$ cat config.mk
export PLATFORM = sky130hd
export DESIGN_NAME = repeater_channel_config_regs
export DESIGN_NICKNAME = d
export VERILOG_FILES = /design/src/verilog/repeater_cfg_pkg.sv /design/src/verilog/idle_gate_if.sv /design/src/verilog/idle_override_gate.sv /design/src/verilog/repeater_channel_config_regs.sv
export SDC_FILE = /design/constraint.sdc
export NUM_CORES = 1
export LEC_CHECK = 0
export ABC_AREA = 1
export BUFFER_PORTS_ARGS = -buffer_cell sky130_fd_sc_hd__buf_2
export CAP_MARGIN = 30
export CELL_PAD_IN_SITES_DETAIL_PLACEMENT = 1
export CELL_PAD_IN_SITES_GLOBAL_PLACEMENT = 1
export CORE_MARGIN = 3
export CORE_UTILIZATION = 30
export DETAILED_ROUTE_END_ITERATION = 16
export HOLD_SLACK_MARGIN = 0.15
export PLACE_DENSITY = 0.68
export RECOVER_POWER = 50
export SYNTH_ARGS = -nofsm -noshare
export SYNTH_HDL_FRONTEND = slang
export SYNTH_HIERARCHICAL = 1
export SYNTH_SLANG_ARGS = --single-unit
$ cat constraint.sdc
create_clock -name SYS_CLK_I -period 1.8 [get_ports SYS_CLK_I]
set_input_delay 0.18 -clock SYS_CLK_I [delete_from_list [all_inputs] [get_ports SYS_CLK_I]]
set_output_delay 0.18 -clock SYS_CLK_I [all_outputs]
set_load 0.1 [all_outputs]
$ cat src/verilog/repeater_cfg_pkg.sv
// Constants for the repeater channel configuration register slice
// Operation
// De-emphasis code bits 2:0, reset -3.5 dB
// Threshold bit 7 enables slow out-of-band detect
// Assert level bits 3:2, default 180 mV
// De-assert level bits 1:0, default 110 mV
// Idle control bit 5 gives auto idle
// Idle control bit 4 gives forced idle
// Equalizer boost byte, fully writable, reset 0x2F
// Control register resets 0x82, top bits 100
// Software writes zero to reserved override bits
// Threshold override selects register, else pin
// Idle override forces idle, else normal; code passes bits 5:4 under override, else holds both idle outputs low
// Fields hold last write until reset/load
`default_nettype none
package repeater_cfg_pkg;
  // Register offsets
  localparam logic [7:0] CTRL_A_OFS = 8'h11;
  localparam logic [7:0] THR_A_OFS = 8'h12;
  localparam logic [7:0] ANA_B_OFS = 8'h13;
  localparam logic [7:0] SPARE_B_OFS = 8'h14;
  localparam logic [7:0] IDLE_B_OFS = 8'h15;
  localparam logic [7:0] EQ_B_OFS = 8'h16;
  // Reset values
  localparam logic [7:0] CTRL_A_RST = 8'h82;
  localparam logic [7:0] THR_A_RST = 8'h00;
  localparam logic [7:0] ANA_B_RST = 8'h00;
  localparam logic [7:0] SPARE_B_RST = 8'h00;
  localparam logic [7:0] IDLE_B_RST = 8'h00;
  localparam logic [7:0] EQ_B_RST = 8'h2F;
  localparam logic [7:0] UNMAPPED_DATA = 8'h00;
  // Control register fields
  localparam int DEM_MSB = 2;
  localparam int DEM_LSB = 0;
  localparam logic [2:0] DEM_RST = 3'h2;
  localparam int CTRL_RW_MSB = 4;
  localparam int CTRL_RO_MSB = 7;
  localparam int CTRL_RO_LSB = 5;
  localparam logic [2:0] CTRL_RO_VAL = 3'h4;
  // Threshold register fields
  localparam int OOB_BIT = 7;
  localparam int ASSERT_MSB = 3;
  localparam int ASSERT_LSB = 2;
  localparam int DEASSERT_MSB = 1;
  localparam int DEASSERT_LSB = 0;
  localparam logic [1:0] LEVEL_DEFAULT = 2'h0;
  // Idle control fields
  localparam int AUTO_BIT = 5;
  localparam int FORCE_BIT = 4;
  // Global override bit positions, register held outside this slice
  localparam int GLOBAL_OVR_TH_BIT = 6;
  localparam int GLOBAL_OVR_IDLE_BIT = 4;
endpackage
`default_nettype wire

$ cat src/verilog/idle_gate_if.sv
// Interface between the register slice and the idle override gate
`timescale 1ns/1ps
`default_nettype none
interface idle_gate_if;
  logic ovr_th;
  logic ovr_idle;
  logic pin_level;
  logic [1:0] assert_raw;
  logic [1:0] deassert_raw;
  logic auto_raw;
  logic force_raw;
  logic [1:0] assert_lvl;
  logic [1:0] deassert_lvl;
  logic from_reg;
  logic pin_out;
  logic auto_idle;
  logic force_idle;
  modport src (
    output ovr_th, ovr_idle, pin_level, assert_raw, deassert_raw, auto_raw, force_raw,
    input assert_lvl, deassert_lvl, from_reg, pin_out, auto_idle, force_idle
  );
  modport gate (
    input ovr_th, ovr_idle, pin_level, assert_raw, deassert_raw, auto_raw, force_raw,
    output assert_lvl, deassert_lvl, from_reg, pin_out, auto_idle, force_idle
  );
endinterface
`default_nettype wire

$ cat src/verilog/idle_override_gate.sv
// Gates idle thresholds and idle control by the global override bits
`timescale 1ns/1ps
`default_nettype none
module idle_override_gate (
  input wire logic clk_i,
  input wire logic rst_i,
  idle_gate_if.gate g
);
  wire [1:0] next_assert_lvl;
  wire [1:0] next_deassert_lvl;
  wire next_auto_idle;
  wire next_force_idle;

  // Register fields only count while the override is set
  assign next_assert_lvl = g.ovr_th ? g.assert_raw : repeater_cfg_pkg::LEVEL_DEFAULT;
  assign next_deassert_lvl = g.ovr_th ? g.deassert_raw : repeater_cfg_pkg::LEVEL_DEFAULT;
  assign next_auto_idle = g.ovr_idle & g.auto_raw;
  assign next_force_idle = g.ovr_idle & g.force_raw;

  always_ff @(posedge clk_i) begin
    if (rst_i) begin
      g.assert_lvl <= repeater_cfg_pkg::LEVEL_DEFAULT;
      g.deassert_lvl <= repeater_cfg_pkg::LEVEL_DEFAULT;
      g.from_reg <= 1'b0;
      g.pin_out <= 1'b0;
      g.auto_idle <= 1'b0;
      g.force_idle <= 1'b0;
    end else begin
      g.assert_lvl <= next_assert_lvl;
      g.deassert_lvl <= next_deassert_lvl;
      g.from_reg <= g.ovr_th;
      g.pin_out <= g.pin_level;
      g.auto_idle <= next_auto_idle;
      g.force_idle <= next_force_idle;
    end
  end
endmodule // idle_override_gate
`default_nettype wire

$ cat src/verilog/repeater_channel_config_regs.sv
// Channel A/B configuration registers of a two-channel repeater
`timescale 1ns/1ps
`default_nettype none
module repeater_channel_config_regs (
  input wire logic SYS_CLK_I,
  input wire logic RST_I,
  // Management register port
  input wire logic [7:0] REG_ADDR_I,
  input wire logic REG_WR_I,
  input wire logic [7:0] REG_WDATA_I,
  input wire logic REG_RD_I,
  output logic [7:0] REG_RDATA_O,
  output logic REG_RVALID_O,
  // Configuration memory load port
  input wire logic LOAD_WR_I,
  input wire logic [7:0] LOAD_ADDR_I,
  input wire logic [7:0] LOAD_DATA_I,
  // Global override bits from the pin override register
  input wire logic OVR_IDLE_THRESHOLD_I,
  input wire logic OVR_IDLE_I,
  // Threshold select pin, asynchronous
  input wire logic SIGNAL_DETECT_LEVEL_PIN_I,
  // Channel A analog settings
  output logic [2:0] DEEMPHASIS_LEVEL_A_O,
  output logic SLOW_OUT_OF_BAND_DETECT_A_O,
  output logic [1:0] IDLE_ASSERT_LEVEL_A_O,
  output logic [1:0] IDLE_DEASSERT_LEVEL_A_O,
  output logic IDLE_LEVEL_FROM_REG_A_O,
  output logic SIGNAL_DETECT_LEVEL_O,
  // Channel B analog settings
  output logic AUTO_IDLE_B_O,
  output logic FORCE_IDLE_B_O,
  output logic [7:0] EQ_BOOST_B_O
);
  // Stored register contents
  logic [repeater_cfg_pkg::CTRL_RW_MSB:0] ctrl_a;
  logic [7:0] thr_a;
  logic [7:0] ana_b;
  logic [7:0] spare_b;
  logic [7:0] idle_b;
  logic [7:0] eq_b;
  // Pin synchroniser
  logic pin_meta;
  logic pin_sync;
  // Read path
  logic [7:0] next_rdata;

  idle_gate_if gate_bus ();

  function automatic logic hit(input logic [7:0] addr, input logic [7:0] ofs);
    hit = (addr == ofs);
  endfunction

  // Management writes take precedence over a simultaneous load
  wire wr_en = REG_WR_I | LOAD_WR_I;
  wire [7:0] wr_addr = REG_WR_I ? REG_ADDR_I : LOAD_ADDR_I;
  wire [7:0] wr_data = REG_WR_I ? REG_WDATA_I : LOAD_DATA_I;

  wire wr_ctrl_a = wr_en & hit(wr_addr, repeater_cfg_pkg::CTRL_A_OFS);
  wire wr_thr_a = wr_en & hit(wr_addr, repeater_cfg_pkg::THR_A_OFS);
  wire wr_ana_b = wr_en & hit(wr_addr, repeater_cfg_pkg::ANA_B_OFS);
  wire wr_spare_b = wr_en & hit(wr_addr, repeater_cfg_pkg::SPARE_B_OFS);
  wire wr_idle_b = wr_en & hit(wr_addr, repeater_cfg_pkg::IDLE_B_OFS);
  wire wr_eq_b = wr_en & hit(wr_addr, repeater_cfg_pkg::EQ_B_OFS);

  wire rd_ctrl_a = hit(REG_ADDR_I, repeater_cfg_pkg::CTRL_A_OFS);
  wire rd_thr_a = hit(REG_ADDR_I, repeater_cfg_pkg::THR_A_OFS);
  wire rd_ana_b = hit(REG_ADDR_I, repeater_cfg_pkg::ANA_B_OFS);
  wire rd_spare_b = hit(REG_ADDR_I, repeater_cfg_pkg::SPARE_B_OFS);
  wire rd_idle_b = hit(REG_ADDR_I, repeater_cfg_pkg::IDLE_B_OFS);
  wire rd_eq_b = hit(REG_ADDR_I, repeater_cfg_pkg::EQ_B_OFS);

  // Upper control bits are fixed read-only
  wire [7:0] ctrl_a_view = {repeater_cfg_pkg::CTRL_RO_VAL, ctrl_a};

  assign next_rdata =
    rd_ctrl_a ? ctrl_a_view :
    rd_thr_a ? thr_a :
    rd_ana_b ? ana_b :
    rd_spare_b ? spare_b :
    rd_idle_b ? idle_b :
    rd_eq_b ? eq_b :
    repeater_cfg_pkg::UNMAPPED_DATA;

  // Channel A control: reserved bits 4:3 and de-emphasis code
  always_ff @(posedge SYS_CLK_I) begin
    if (RST_I) begin
      ctrl_a <= repeater_cfg_pkg::CTRL_A_RST[repeater_cfg_pkg::CTRL_RW_MSB:0];
    end else if (wr_ctrl_a) begin
      ctrl_a <= wr_data[repeater_cfg_pkg::CTRL_RW_MSB:0];
    end
  end

  // Channel A idle threshold
  always_ff @(posedge SYS_CLK_I) begin
    if (RST_I) begin
      thr_a <= repeater_cfg_pkg::THR_A_RST;
    end else if (wr_thr_a) begin
      thr_a <= wr_data;
    end
  end

  // Channel B analog override, reserved content kept as written
  always_ff @(posedge SYS_CLK_I) begin
    if (RST_I) begin
      ana_b <= repeater_cfg_pkg::ANA_B_RST;
    end else if (wr_ana_b) begin
      ana_b <= wr_data;
    end
  end

  always_ff @(posedge SYS_CLK_I) begin
    if (RST_I) begin
      spare_b <= repeater_cfg_pkg::SPARE_B_RST;
    end else if (wr_spare_b) begin
      spare_b <= wr_data;
    end
  end

  // Channel B idle control
  always_ff @(posedge SYS_CLK_I) begin
    if (RST_I) begin
      idle_b <= repeater_cfg_pkg::IDLE_B_RST;
    end else if (wr_idle_b) begin
      idle_b <= wr_data;
    end
  end

  // Channel B equalizer boost, all bits writable
  always_ff @(posedge SYS_CLK_I) begin
    if (RST_I) begin
      eq_b <= repeater_cfg_pkg::EQ_B_RST;
    end else if (wr_eq_b) begin
      eq_b <= wr_data;
    end
  end

  // Read data is registered and answered one cycle later
  always_ff @(posedge SYS_CLK_I) begin
    if (RST_I) begin
      REG_RDATA_O <= repeater_cfg_pkg::UNMAPPED_DATA;
      REG_RVALID_O <= 1'b0;
    end else begin
      REG_RVALID_O <= REG_RD_I;
      if (REG_RD_I) begin
        REG_RDATA_O <= next_rdata;
      end
    end
  end

  // Two-flop synchroniser for the threshold select pin
  always_ff @(posedge SYS_CLK_I) begin
    if (RST_I) begin
      pin_meta <= 1'b0;
      pin_sync <= 1'b0;
    end else begin
      pin_meta <= SIGNAL_DETECT_LEVEL_PIN_I;
      pin_sync <= pin_meta;
    end
  end

  // Override gating lives in the gate module
  assign gate_bus.ovr_th = OVR_IDLE_THRESHOLD_I;
  assign gate_bus.ovr_idle = OVR_IDLE_I;
  assign gate_bus.pin_level = pin_sync;
  assign gate_bus.assert_raw = thr_a[repeater_cfg_pkg::ASSERT_MSB:repeater_cfg_pkg::ASSERT_LSB];
  assign gate_bus.deassert_raw = thr_a[repeater_cfg_pkg::DEASSERT_MSB:repeater_cfg_pkg::DEASSERT_LSB];
  assign gate_bus.auto_raw = idle_b[repeater_cfg_pkg::AUTO_BIT];
  assign gate_bus.force_raw = idle_b[repeater_cfg_pkg::FORCE_BIT];

  idle_override_gate u_gate (
    .clk_i(SYS_CLK_I),
    .rst_i(RST_I),
    .g(gate_bus.gate)
  );

  // Outputs straight from storage flops, idle fields from the gate module flops
  assign DEEMPHASIS_LEVEL_A_O = ctrl_a[repeater_cfg_pkg::DEM_MSB:repeater_cfg_pkg::DEM_LSB];
  assign SLOW_OUT_OF_BAND_DETECT_A_O = thr_a[repeater_cfg_pkg::OOB_BIT];
  assign EQ_BOOST_B_O = eq_b;
  assign IDLE_ASSERT_LEVEL_A_O = gate_bus.assert_lvl;
  assign IDLE_DEASSERT_LEVEL_A_O = gate_bus.deassert_lvl;
  assign IDLE_LEVEL_FROM_REG_A_O = gate_bus.from_reg;
  assign SIGNAL_DETECT_LEVEL_O = gate_bus.pin_out;
  assign AUTO_IDLE_B_O = gate_bus.auto_idle;
  assign FORCE_IDLE_B_O = gate_bus.force_idle;
endmodule // repeater_channel_config_regs
`default_nettype wire
# == After elaboration in Yosys (flattened, before gate mapping) ==
# Cells that the tools add are included.
# word_totals
wordCells,47
inputBits,40
regBits,64
# classes
n_eq_ne,12
n_reduce_logical,1
muxes,8
bitwise,10
# ops
cell,count
"equality test 8 x 5 -> 1 bit, second input constant",12
2-to-1 mux 8 bit,8
AND 1 bit,8
OR reduction 2 bit,1
NOT 1 bit,1
OR 1 bit,1

# == Logic depth before layout (Yosys ltp) ==
# Gate-level depths: netlist of run 1.
# depth
depth_word,7
ltp_mapped,11
ltp_nobuf,9

# == By module ==
# The synthesis of run 1 kept the hierarchy.
# modules_own_cells
mod,cells_per_inst,seq_area_each_um2,n_inst,area_each_um2
repeater_channel_config_regs,464,1121.1,1,3036.7
idle_override_gate,25,160.2,1,226.5

# == Worst setup path after synthesis of run 1 ==
# OpenSTA, ideal clock, no wires.
# synth_timing
path_type,register to register
startpoint,register eq_b[5] (netlist: EQ_BOOST_B_O[5])
endpoint,register REG_RDATA_O[5]
required_ps,1730
arrival_time_ps,1351
slack_ps,379
path_buffers,0
stages_incl_launch_ff,5
cell_sequence,dfxtp_1 nand3_1 nand4_1 nand2_1 a21oi_1
# synth_via
elab_chain_cells,6
# synth_rtl
item,line_no,rtl
"start, declared",repeater_channel_config_regs.sv:41,logic [7:0] eq_b;
"start signal, assigned",repeater_channel_config_regs.sv:132,eq_b <= repeater_cfg_pkg::EQ_B_RST;
"start signal, assigned",repeater_channel_config_regs.sv:134,eq_b <= wr_data;
2-to-1 mux 8 bit,repeater_channel_config_regs.sv:82,rd_eq_b ? eq_b :
2-to-1 mux 8 bit,repeater_channel_config_regs.sv:81,rd_idle_b ? idle_b :
2-to-1 mux 8 bit,repeater_channel_config_regs.sv:80,rd_spare_b ? spare_b :
2-to-1 mux 8 bit,repeater_channel_config_regs.sv:79,rd_ana_b ? ana_b :
2-to-1 mux 8 bit,repeater_channel_config_regs.sv:78,rd_thr_a ? thr_a :
2-to-1 mux 8 bit,repeater_channel_config_regs.sv:77,rd_ctrl_a ? ctrl_a_view :
"end signal, assigned",repeater_channel_config_regs.sv:141,REG_RDATA_O <= repeater_cfg_pkg::UNMAPPED_DATA;
"end signal, assigned",repeater_channel_config_regs.sv:146,REG_RDATA_O <= next_rdata;
"end, declared",repeater_channel_config_regs.sv:12,"output logic [7:0] REG_RDATA_O,"
# No other way between the ends.
# A chain may end at the register's enable or synchronous reset.

# == Worst setup path after layout of run 1 ==
# layout_timing
startpoint,input REG_ADDR_I[5]
endpoint,register spare_b[4]
# layout_via
elab_chain_cells,3
# layout_rtl
item,line_no,rtl
"start, declared",repeater_channel_config_regs.sv:8,"input wire logic [7:0] REG_ADDR_I,"
2-to-1 mux 8 bit,repeater_channel_config_regs.sv:56,wire [7:0] wr_addr = REG_WR_I ? REG_ADDR_I : LOAD_ADDR_I;
equality test 8 x 5 -> 1 bit,repeater_channel_config_regs.sv:51,hit = (addr == ofs);
AND 1 bit,repeater_channel_config_regs.sv:62,"wire wr_spare_b = wr_en & hit(wr_addr, repeater_cfg_pkg::SPARE_B_OFS);"
"end signal, assigned",repeater_channel_config_regs.sv:114,spare_b <= repeater_cfg_pkg::SPARE_B_RST;
"end signal, assigned",repeater_channel_config_regs.sv:116,spare_b <= wr_data;
"end, declared",repeater_channel_config_regs.sv:39,logic [7:0] spare_b;
# No other way between the ends.

==> run metrics, run 1 <==
result of the run finished, violations left; failing checks max-capacitance violations, max-slew violations; layout cells sized above 1 19.6%; final hold viol count 0; Post-synth EDFFs 0; number of top-level pins 69; area of the core 0.0105 mm2; top area cells in the synthesized netlist dfxtp_1 39%, nand2_1 12%, inv_1 9.9%; residual DRC count 0; Clock Skews 0.0125 ns; post-route fraction of the period consumed by the critical path 79.9%; Post-synth top cells 106 x nand2_1, 86 x inv_1, 69 x nor2_1; Final Critical Period 1.44 ns; leakage power total 1.79 nW; count of pins over their slew limit 32; Final ANT Viol Nets 0; setup total negative slack 0 ns; Fillers 1401; per-instance average area after synthesis 6.67 um2; most numerous cell in the Yosys netlist nand2_1; floorplan die area 0.0122 mm2; buffers added on ports 68; HPWL Detailed 7270 um; antenna violations before repair 0; clock latency on the worst-skew pair 0.36 ns; FF/Latch Area 0.00128 mm2; unrepaired setup endpoints after global routing no; Synth Net Count 529; clock-pin slew on the worst setup and hold paths 0.08 ns; total of warnings raised by yosys 6; standard-cell rows 37; Pwr Density 753 mW/mm2; number of global-route vias before repair 3341; maximum fanout along the worst path 16; post-synth top area share 39.3%; initial core utilization 31.2%; Clock Sink Count 64; combined area of the multi-input logic cells 0.00148 mm2; buffer cell driving the clock tree root clkbuf_8; aggregate global-route resource usage 17.8%; Post-Syn Area 0.00326 mm2; number of buffers inserted during clock tree synthesis 9; cts repair resizes 0; predominant post-synthesis flop cell dfxtp_1; async set-reset flop share out of synthesis 0%; maximum capacitance violations 1; overflow left after global routing 0; endpoint required time on the critical path 2.05 ns; Seq cells post-synth 64; fmax 695 MHz; global-route wire length before repair 16500 um; number of failing setup endpoints in the final timing report 0; post-synthesis instance total 489; Worst Path Class, Setup input port to flop; maximum count of clock buffers along a single path 2; peak supply drop 0.000277 V; Slew headroom -2.42%; number of search-and-repair iterations in the first detailed-routing pass 4; DRC marker count from the first detailed-route iteration 136; actual slew at the worst max-slew pin 1.54 ns; dominant cell type by area after synthesis dfxtp_1; NumNets Final 597; largest net degree at the start of global routing 41; final weighted congestion in routability-driven placement 0.856; Critical Path AT 1.69 ns; Post-Place Cells 679; aggregate routed wire length 9850 um; Chip Height 110 um; Area Growth Syn to Fin 19.0%; WHS 0.208 ns; H-tree levels 3; Die X-Extent 110 um; crit path launch type input port; TritonCTS clock tree built; number of unique standard cell types used by synthesis 27; diode insertion count for antenna repair 0; sort of element at the end of the critical path flop; drt via density 4.59; class of the worst hold path input port to flop; DR vias 3202; post-DR wirelength/cell 14.1 um; fin cells 698; sequential area share after synthesis 39.3%
[cell usage in the layout (no fill, tap or decap)]
master / Yosys / routed
a21oi_1: 21 / 21
buf_12: 0 / 1
buf_2: 2 / 60
buf_4: 5 / 6
clkbuf_1: 8 / 4
clkbuf_2: 0 / 7
clkbuf_8: 0 / 9
clkinv_2: 0 / 4
clkinv_4: 0 / 1
clkinvlp_4: 0 / 1
dfxtp_1: 64 / 64
dlygate4sd3_1: 0 / 3
inv_1: 86 / 86
inv_2: 4 / 4
inv_4: 1 / 1
nand2_1: 106 / 107
nand2_2: 4 / 3
nand3_1: 43 / 43
nand3_2: 1 / 1
nand3_4: 3 / 3
nand4_1: 24 / 24
nor2_1: 69 / 69
nor2_2: 1 / 1
nor2_4: 3 / 3
nor2_8: 1 / 1
nor3_1: 1 / 1
o211ai_1: 2 / 2
o21ai_0: 4 / 13
o21ai_1: 24 / 15
o21ai_2: 1 / 1
o21ai_4: 2 / 2
or2_4: 1 / 1
[worst paths after layout]
check	start	to	slack, ns	cells after the start
setup / recovery	REG_ADDR_I[5]	spare_b[4]	0.36	10
hold / removal	REG_RD_I	REG_RVALID_O	0.21	3
setup reg to reg	ana_b[5]	REG_RDATA_O[5]	0.72	4
hold reg to reg	gate_bus.pin_level	u_gate/g.pin_out	0.41	2
[metrics by stage]
| stage | power [mW] | instance area [um2] | worst slack, ns | utilization, % |
|---|---|---|---|---|
| floorplan | 1.74 | 3260 | 0.379 | - |
| finish | 2.93 | 3880 | 0.362 | 37.1 |
| global route | 3.07 | 3880 | 0.175 | 37.1 |
| CTS | 2.96 | 3890 | 0.414 | 37.2 |
| global placement | 1.86 | 3700 | 0.184 | 35.4 |
| detailed placement | 1.87 | 3700 | 0.121 | 35.4 |
[layer usage]
metal  vias up  GRT usage, %  share of wire (%)
met4         0          7.56                2.5
met3        17          3.20                3.4
met2        62          30.2                 49
met1      1469          22.1                 45
li1       1654             -                  -
met5         -             0                  0
[what timing repair did]
item,4_1_cts,5_1_grt
setup buffers,0,0
hold buffers,3,0
endpoints found under the hold margin,8,0
[critical path, cell delays in order]
cell and delay, ns:
buf_2 0.09, inv_1 0.06, nand2_2 0.06, nor2_4 0.14, inv_2 0.04, o21ai_2 0.21
clkbuf_1 0.34, nand3_4 0.25, o21ai_0 0.25, nor2_1 0.05
[where the power goes]
| part | internal, mW | total (mW) | switching (mW) |
|---|---|---|---|
| Combinational | 0.104 | 0.393 | 0.288 |
| Clock | 0.492 | 1.10 | 0.604 |
| Sequential | 1.43 | 1.44 | 0.00678 |
[kinds of logic after synthesis]
logic type | Yosys count | share of synthesized area (%)
flops | 64 | 39.3
compound gates | 54 | 9.24
simple gates | 257 | 36.3
buf+inv | 114 | 15.2
[layout make-up]
class                   instances  area share, %
well taps                     136           4.38
clock inverters                 6          0.934
inverters                      91           8.86
clock buffers                  10           3.29
flip-flops and latches         64           33.0
repair buffers                 80           11.4
multi-input cells             311           38.2
Power figures use the tool's default switching activity.
==> inputs of run 2 (changes only) <==
==> constraint.sdc (replaced) <==
create_clock -name SYS_CLK_I -period 1.5 [get_ports SYS_CLK_I]
set_input_delay 0.15 -clock SYS_CLK_I [delete_from_list [all_inputs] [get_ports SYS_CLK_I]]
set_output_delay 0.15 -clock SYS_CLK_I [all_outputs]
set_load 0.1 [all_outputs]
==> run 2 against run 1 <==
  * The flow now finishes without violations
  * Setup slack got worse by 0.23 ns
  * Register-to-register slack lost 0.27 ns
  * First-iteration DRC count grew 39%
  * Power up 26%
  * Hold slack worse by 0.019 ns
  * Routed wire length decreased by 1.4%
==> run metrics, run 2 (synthesized netlist as in run 1, its figures left out) <==
result of the run complete, no violations; Slew headroom 54.3% (+57 points); Final Critical Period 1.37 ns; cell-by-cell listing of the critical path buf_2; launch point of the worst hold path REG_RD_I; top metal layer carrying routed signals met4; leakage power total 1.85 nW (+3.4%); post-layout instance area 0.00395 mm2 (+1.7%); DRC marker count from the first detailed-route iteration 189 (+39%); Die X-Extent 110 um (unchanged); buffers added on ports 68 (unchanged); met2 wire length 4770 um (-0.48%); buffer cell driving the clock tree root clkbuf_8; cell area after placement 0.00377 mm2 (+1.8%); Critical Path AT 1.22 ns (-0.47 ns); detailed route wirelength on metal3 396 um (+18%); NumNets Final 604 (+1.2%); most frequent standard cell in the layout excluding fill and tap cells nand2_1; net switching power 1.07 mW (+19%); aggregate global-route resource usage 17.4% (-0.36 points); number of top-level pins 69 (unchanged); diode insertion count for antenna repair 0 (unchanged); final hold viol count 0 (unchanged); share of total power in the clock network 40.4% (+2.9 points); routed metal-1 wire length 4270 um (-4.5%); aggregate routed wire length 9710 um (-1.4%); setup total negative slack 0 ns (unchanged); count of pins over their slew limit 0 (-100%); clock latency on the worst-skew pair 0.36 ns (about the same); worst-path cell with the longest stage delay buf_2; initial core utilization 31.2% (unchanged); FF/Latch Area 0.00128 mm2 (unchanged); Final ANT Viol Nets 0 (unchanged); Int Pwr 2.62 mW (+29%); post-DR wirelength/cell 13.8 um (-2.4%); maximum fanout along the worst path 3 (-13); crit path buf inv count 1 (-3); sum of internal, switching and leakage power 3.69 mW (+26%); post-layout worst setup margin 0.131 ns (-0.231 ns); DR vias 3260 (+1.8%); most frequent cells in the layout 107 x nand2_1, 87 x inv_1, 69 x nor2_1; crit path launch type flop; TritonCTS clock tree built; Fillers 1405 (+0.29%); post-route fraction of the period consumed by the critical path 91.3%; antenna violations before repair 0 (unchanged); sort of element at the end of the critical path primary output; fin cells 705 (+1.0%); global-route wire length before repair 16000 um (-2.6%); final weighted congestion in routability-driven placement 0.788 (-7.9%); Clock Skews 0.00918 ns (-0.00336 ns); H-tree levels 3 (unchanged); unrepaired setup endpoints after global routing no; sequential power share 46.7% (-2.4 points); maximum capacitance violations 0 (-1); final core utilization 37.8% (+0.63 points); number of search-and-repair iterations in the first detailed-routing pass 4 (unchanged); overflow left after global routing 0 (unchanged); residual DRC count 0 (unchanged); Comb power frac 12.8% (-0.6 points); Area Growth Syn to Fin 21.1%; actual slew at the worst max-slew pin 0.685 ns (-0.851 ns); number of global-route vias before repair 3242 (-3.0%); area of the core 0.0105 mm2 (unchanged); peak supply drop 0.000456 V (+64%); delay-heaviest family, CP buffers and inverters; Pwr Density 934 mW/mm2 (+24%); critical register-to-register path startpoint ana_b[5]; largest net degree at the start of global routing 41 (unchanged); endpoint required time on the critical path 1.35 ns (-0.70 ns); class of the worst hold path input port to flop; Worst Path Class, Setup flop to primary output; number of failing setup endpoints in the final timing report 0 (unchanged); cts repair resizes 0 (unchanged); HPWL Detailed 7250 um (-0.39%); clock-pin slew on the worst setup and hold paths 0.08 ns (about the same); Sw Share 29.1% (-1.7 points); WHS 0.189 ns (-0.0188 ns); Post-Place Cells 686 (+1.0%); delay of the slowest critical-path stage 0.46 ns (+0.12 ns); layout cells sized above 1 20.9% (+1.3 points); maximum count of clock buffers along a single path 2 (unchanged); post-place setup slack -0.0440 ns (-0.165 ns); Clock Sink Count 64 (unchanged); fmax 730 MHz; drt via density 4.62 (+0.80%); Chip Height 110 um (unchanged); number of buffers inserted during clock tree synthesis 9 (unchanged); combined area of the multi-input logic cells 0.00146 mm2 (-1.7%); floorplan die area 0.0122 mm2 (unchanged); timing startpoint of the critical path EQ_BOOST_B_O[1]; standard-cell rows 37 (unchanged)
## run 2: final timing paths
path,slack (ns),to,depth (start not counted)
max,0.13,EQ_BOOST_B_O[1],1
min,0.19,REG_RVALID_O,3
max reg2reg,0.45,REG_RDATA_O[5],4
min reg2reg,0.40,gate_bus.pin_level,2
## run 2: cell type report
class	instances	share of cell area [%]
Sequential cell	64	32.4
Timing Repair Buffer	87	12.7
Inverter	91	8.71
Tap cell	136	4.31
Clock buffer	9	3.14
Clock inverter	7	1.84
Multi-Input combinational cell	311	36.9
## run 2: routing by layer
layer | up-vias | global-route usage (%)
li1 | 1673 | -
met1 | 1492 | 20.9
met2 | 73 | 30.4
met5 | - | 0
met3 | 22 | 3.20
met4 | 0 | 7.65
## run 2: repair_timing
item / 4_1_cts / 5_1_grt
endpoints found under the hold margin: 8 / 0
setup endpoints to repair: 0 / 0
hold buffers: 3 / 0
setup buffers: 0 / 0
## run 2: power groups by stage
stage	registers (mW)	clock network, mW	logic (mW)
after CTS	1.72	1.54	0.494
after global placement	1.76	0	0.478
after floorplan	1.85	0	0.233
after detailed placement	1.76	0	0.487
after global routing	1.73	1.62	0.525
final	1.72	1.49	0.473
## run 2: worst min-delay path: stages
cell and delay [ns]:
buf_2 0.19, inv_1 0.12, nor2_1 0.04
==> inputs of run 3 (changes only) <==
--- a/config.mk
+++ b/config.mk
@@ -12,6 +12,7 @@
 export CELL_PAD_IN_SITES_GLOBAL_PLACEMENT = 1
 export CORE_MARGIN = 3
 export CORE_UTILIZATION = 30
+export CTS_BUF_LIST = sky130_fd_sc_hd__clkbuf_2
 export DETAILED_ROUTE_END_ITERATION = 16
 export HOLD_SLACK_MARGIN = 0.15
 export PLACE_DENSITY = 0.68
==> run 3 against run 2 <==
  * Setup slack worse by 0.082 ns
  * First-iteration DRC count down 33%
  * Via count grew 1.2%
  * Global-route usage increased by 0.49 points
  * Critical path depth unchanged
  * Highest routed layer unchanged
  * Hold slack got worse by 0.034 ns
==> run metrics, run 3 (synthesized netlist as in run 1, its figures left out) <==
delay of the slowest critical-path stage 0.41 ns (-0.05 ns); result of the run complete, no violations; fmax 689 MHz (-5.7%); number of cells on the critical path 1 (unchanged); routed metal-1 wire length 4430 um (+3.6%); final hold viol count 0 (unchanged); Area Growth Syn to Fin 26.4%; number of top-level pins 69 (unchanged); count of pins over their slew limit 0 (unchanged); buffer cell driving the clock tree root clkbuf_2; Final Critical Period 1.45 ns (+0.0821 ns); clock latency on the worst-skew pair 0.55 ns (+0.19 ns); worst-path cell with the longest stage delay buf_2; unrepaired setup endpoints after global routing no; detailed route wirelength on metal3 306 um (-23%); H-tree levels 3 (unchanged); clock-pin slew on the worst setup and hold paths 0.20 ns (+0.12 ns); number of buffers inserted during clock tree synthesis 9 (unchanged); post-route fraction of the period consumed by the critical path 96.8% (+5.5 points); DRC marker count from the first detailed-route iteration 127 (-33%); maximum fanout along the worst path 1 (-2); endpoint of the worst-slack reg-to-reg timing path u_gate/g.force_idle; worst reg2reg path depth 3 (-1); initial core utilization 31.2% (unchanged); post-layout worst setup margin 0.0486 ns (-0.0821 ns); largest net degree at the start of global routing 41 (unchanged); actual slew at the worst max-slew pin 0.630 ns (-0.0558 ns); Chip Height 110 um (unchanged); top metal layer carrying routed signals met4; fin cells 723 (+2.6%); Die X-Extent 110 um (unchanged); termination of the worst setup path AUTO_IDLE_B_O; HPWL Detailed 7250 um (unchanged); overflow left after global routing 0 (unchanged); number of search-and-repair iterations in the first detailed-routing pass 4 (unchanged); maximum capacitance violations 0 (unchanged); Pwr Density 811 mW/mm2 (-13%); area of the core 0.0105 mm2 (unchanged); Post-Place Cells 686 (unchanged); residual DRC count 0 (unchanged); TritonCTS clock tree built; layout cells sized above 1 20.0% (-0.95 points); crit path launch type flop; cell area after placement 0.00377 mm2 (unchanged); leakage power total 1.91 nW (+3.2%); combined area of the multi-input logic cells 0.00146 mm2 (+0.34%); critical register-to-register path startpoint idle_b[4]; total setup buffers inserted after CTS 0 (unchanged); post-layout instance area 0.00413 mm2 (+4.4%); Worst Path Class, Setup flop to primary output; aggregate routed wire length 10100 um (+3.8%); most frequent standard cell in the layout excluding fill and tap cells nand2_1; floorplan die area 0.0122 mm2 (unchanged); antenna violations before repair 1 (+1); post-place setup slack -0.0440 ns (unchanged); Clock Sink Count 64 (unchanged); peak supply drop 0.000438 V (-4.0%); final weighted congestion in routability-driven placement 0.788 (unchanged); endpoint required time on the critical path 1.35 ns (about the same); met2 wire length 5120 um (+7.3%); timing startpoint of the critical path u_gate/g.auto_idle; number of failing setup endpoints in the final timing report 0 (unchanged); maximum count of clock buffers along a single path 2 (unchanged); delay-heaviest family, CP buffers and inverters; aggregate global-route resource usage 17.9% (+0.49 points); class of the worst hold path input port to flop; crit path buf inv count 1 (unchanged); Slew headroom 58.0% (+3.7 points); setup slack of the worst register-to-register path 0.38 ns (-0.07 ns); post-DR wirelength/cell 13.9 um (+1.2%); FF/Latch Area 0.00128 mm2 (unchanged); Fillers 1403 (-0.14%); most frequent cells in the layout 107 x nand2_1, 88 x inv_1, 69 x nor2_1; standard-cell rows 37 (unchanged); number of global-route vias before repair 3409 (+5.2%); launch point of the worst hold path LOAD_DATA_I[0]; drt via density 4.56 (-1.4%); global-route wire length before repair 16600 um (+3.7%); buffers added on ports 68 (unchanged); Final ANT Viol Nets 0 (unchanged); sort of element at the end of the critical path primary output; Critical Path AT 1.30 ns (+0.08 ns); NumNets Final 621 (+2.8%); cell-by-cell listing of the critical path buf_2; Clock Skews 0.0240 ns (+0.0148 ns); DR vias 3298 (+1.2%)
[run 3: worst min-delay path by stage]
| stage | cells after the start | to | slack, ns |
|---|---|---|---|
| floorplan | 1 | u_gate/g.pin_out | 0.22 |
| global placement | 3 | pin_meta | 0.35 |
| detailed placement | 3 | pin_meta | 0.37 |
| CTS | 5 | EQ_BOOST_B_O[0] | 0.16 |
| global route | 5 | EQ_BOOST_B_O[0] | 0.17 |
| finish | 5 | EQ_BOOST_B_O[0] | 0.16 |
[run 3: power breakdown]
| part | internal (mW) | switching [mW] | leakage, nW |
|---|---|---|---|
| Clock | 0.382 | 0.705 | 0.0679 |
| Combinational | 0.174 | 0.352 | 1.32 |
| Sequential | 1.72 | 0.00825 | 0.518 |
| Total | 2.28 | 1.07 | 1.91 |
[run 3: what timing repair did]
item | 4_1_cts | 5_1_grt
setup endpoints to repair | 18 | 8
hold endpoints to repair | 61 | 0
hold buffers | 20 | 0
gates resized for setup | 18 | 8
[run 3: cell type report]
type,count,area share (%)
clock inverters,7,1.76
well taps,136,4.12
flip-flops and latches,64,31.1
clock buffers,9,1.09
repair buffers,104,18.1
diodes,1,0.0607
inverters,91,8.34
multi-input cells,311,35.5
[run 3: stage by stage]
stage	hold slack, ns	setup TNS [ns]	power (mW)	util, %
finish	0.155	0	3.34	39.4
global route	0.175	0	3.50	39.4
CTS	0.155	0	3.38	39.5
detailed placement	0.367	-0.217	2.25	36.0
global placement	0.351	-0.00677	2.24	36.0
floorplan	0.221	0	2.09	-
[run 3: routing by layer]
metal | GRT usage [%] | vias to the layer above
li1 | - | 1707
met1 | 21.0 | 1519
met2 | 32.5 | 55
met3 | 2.50 | 17
met4 | 7.65 | 0
met5 | 0 | -
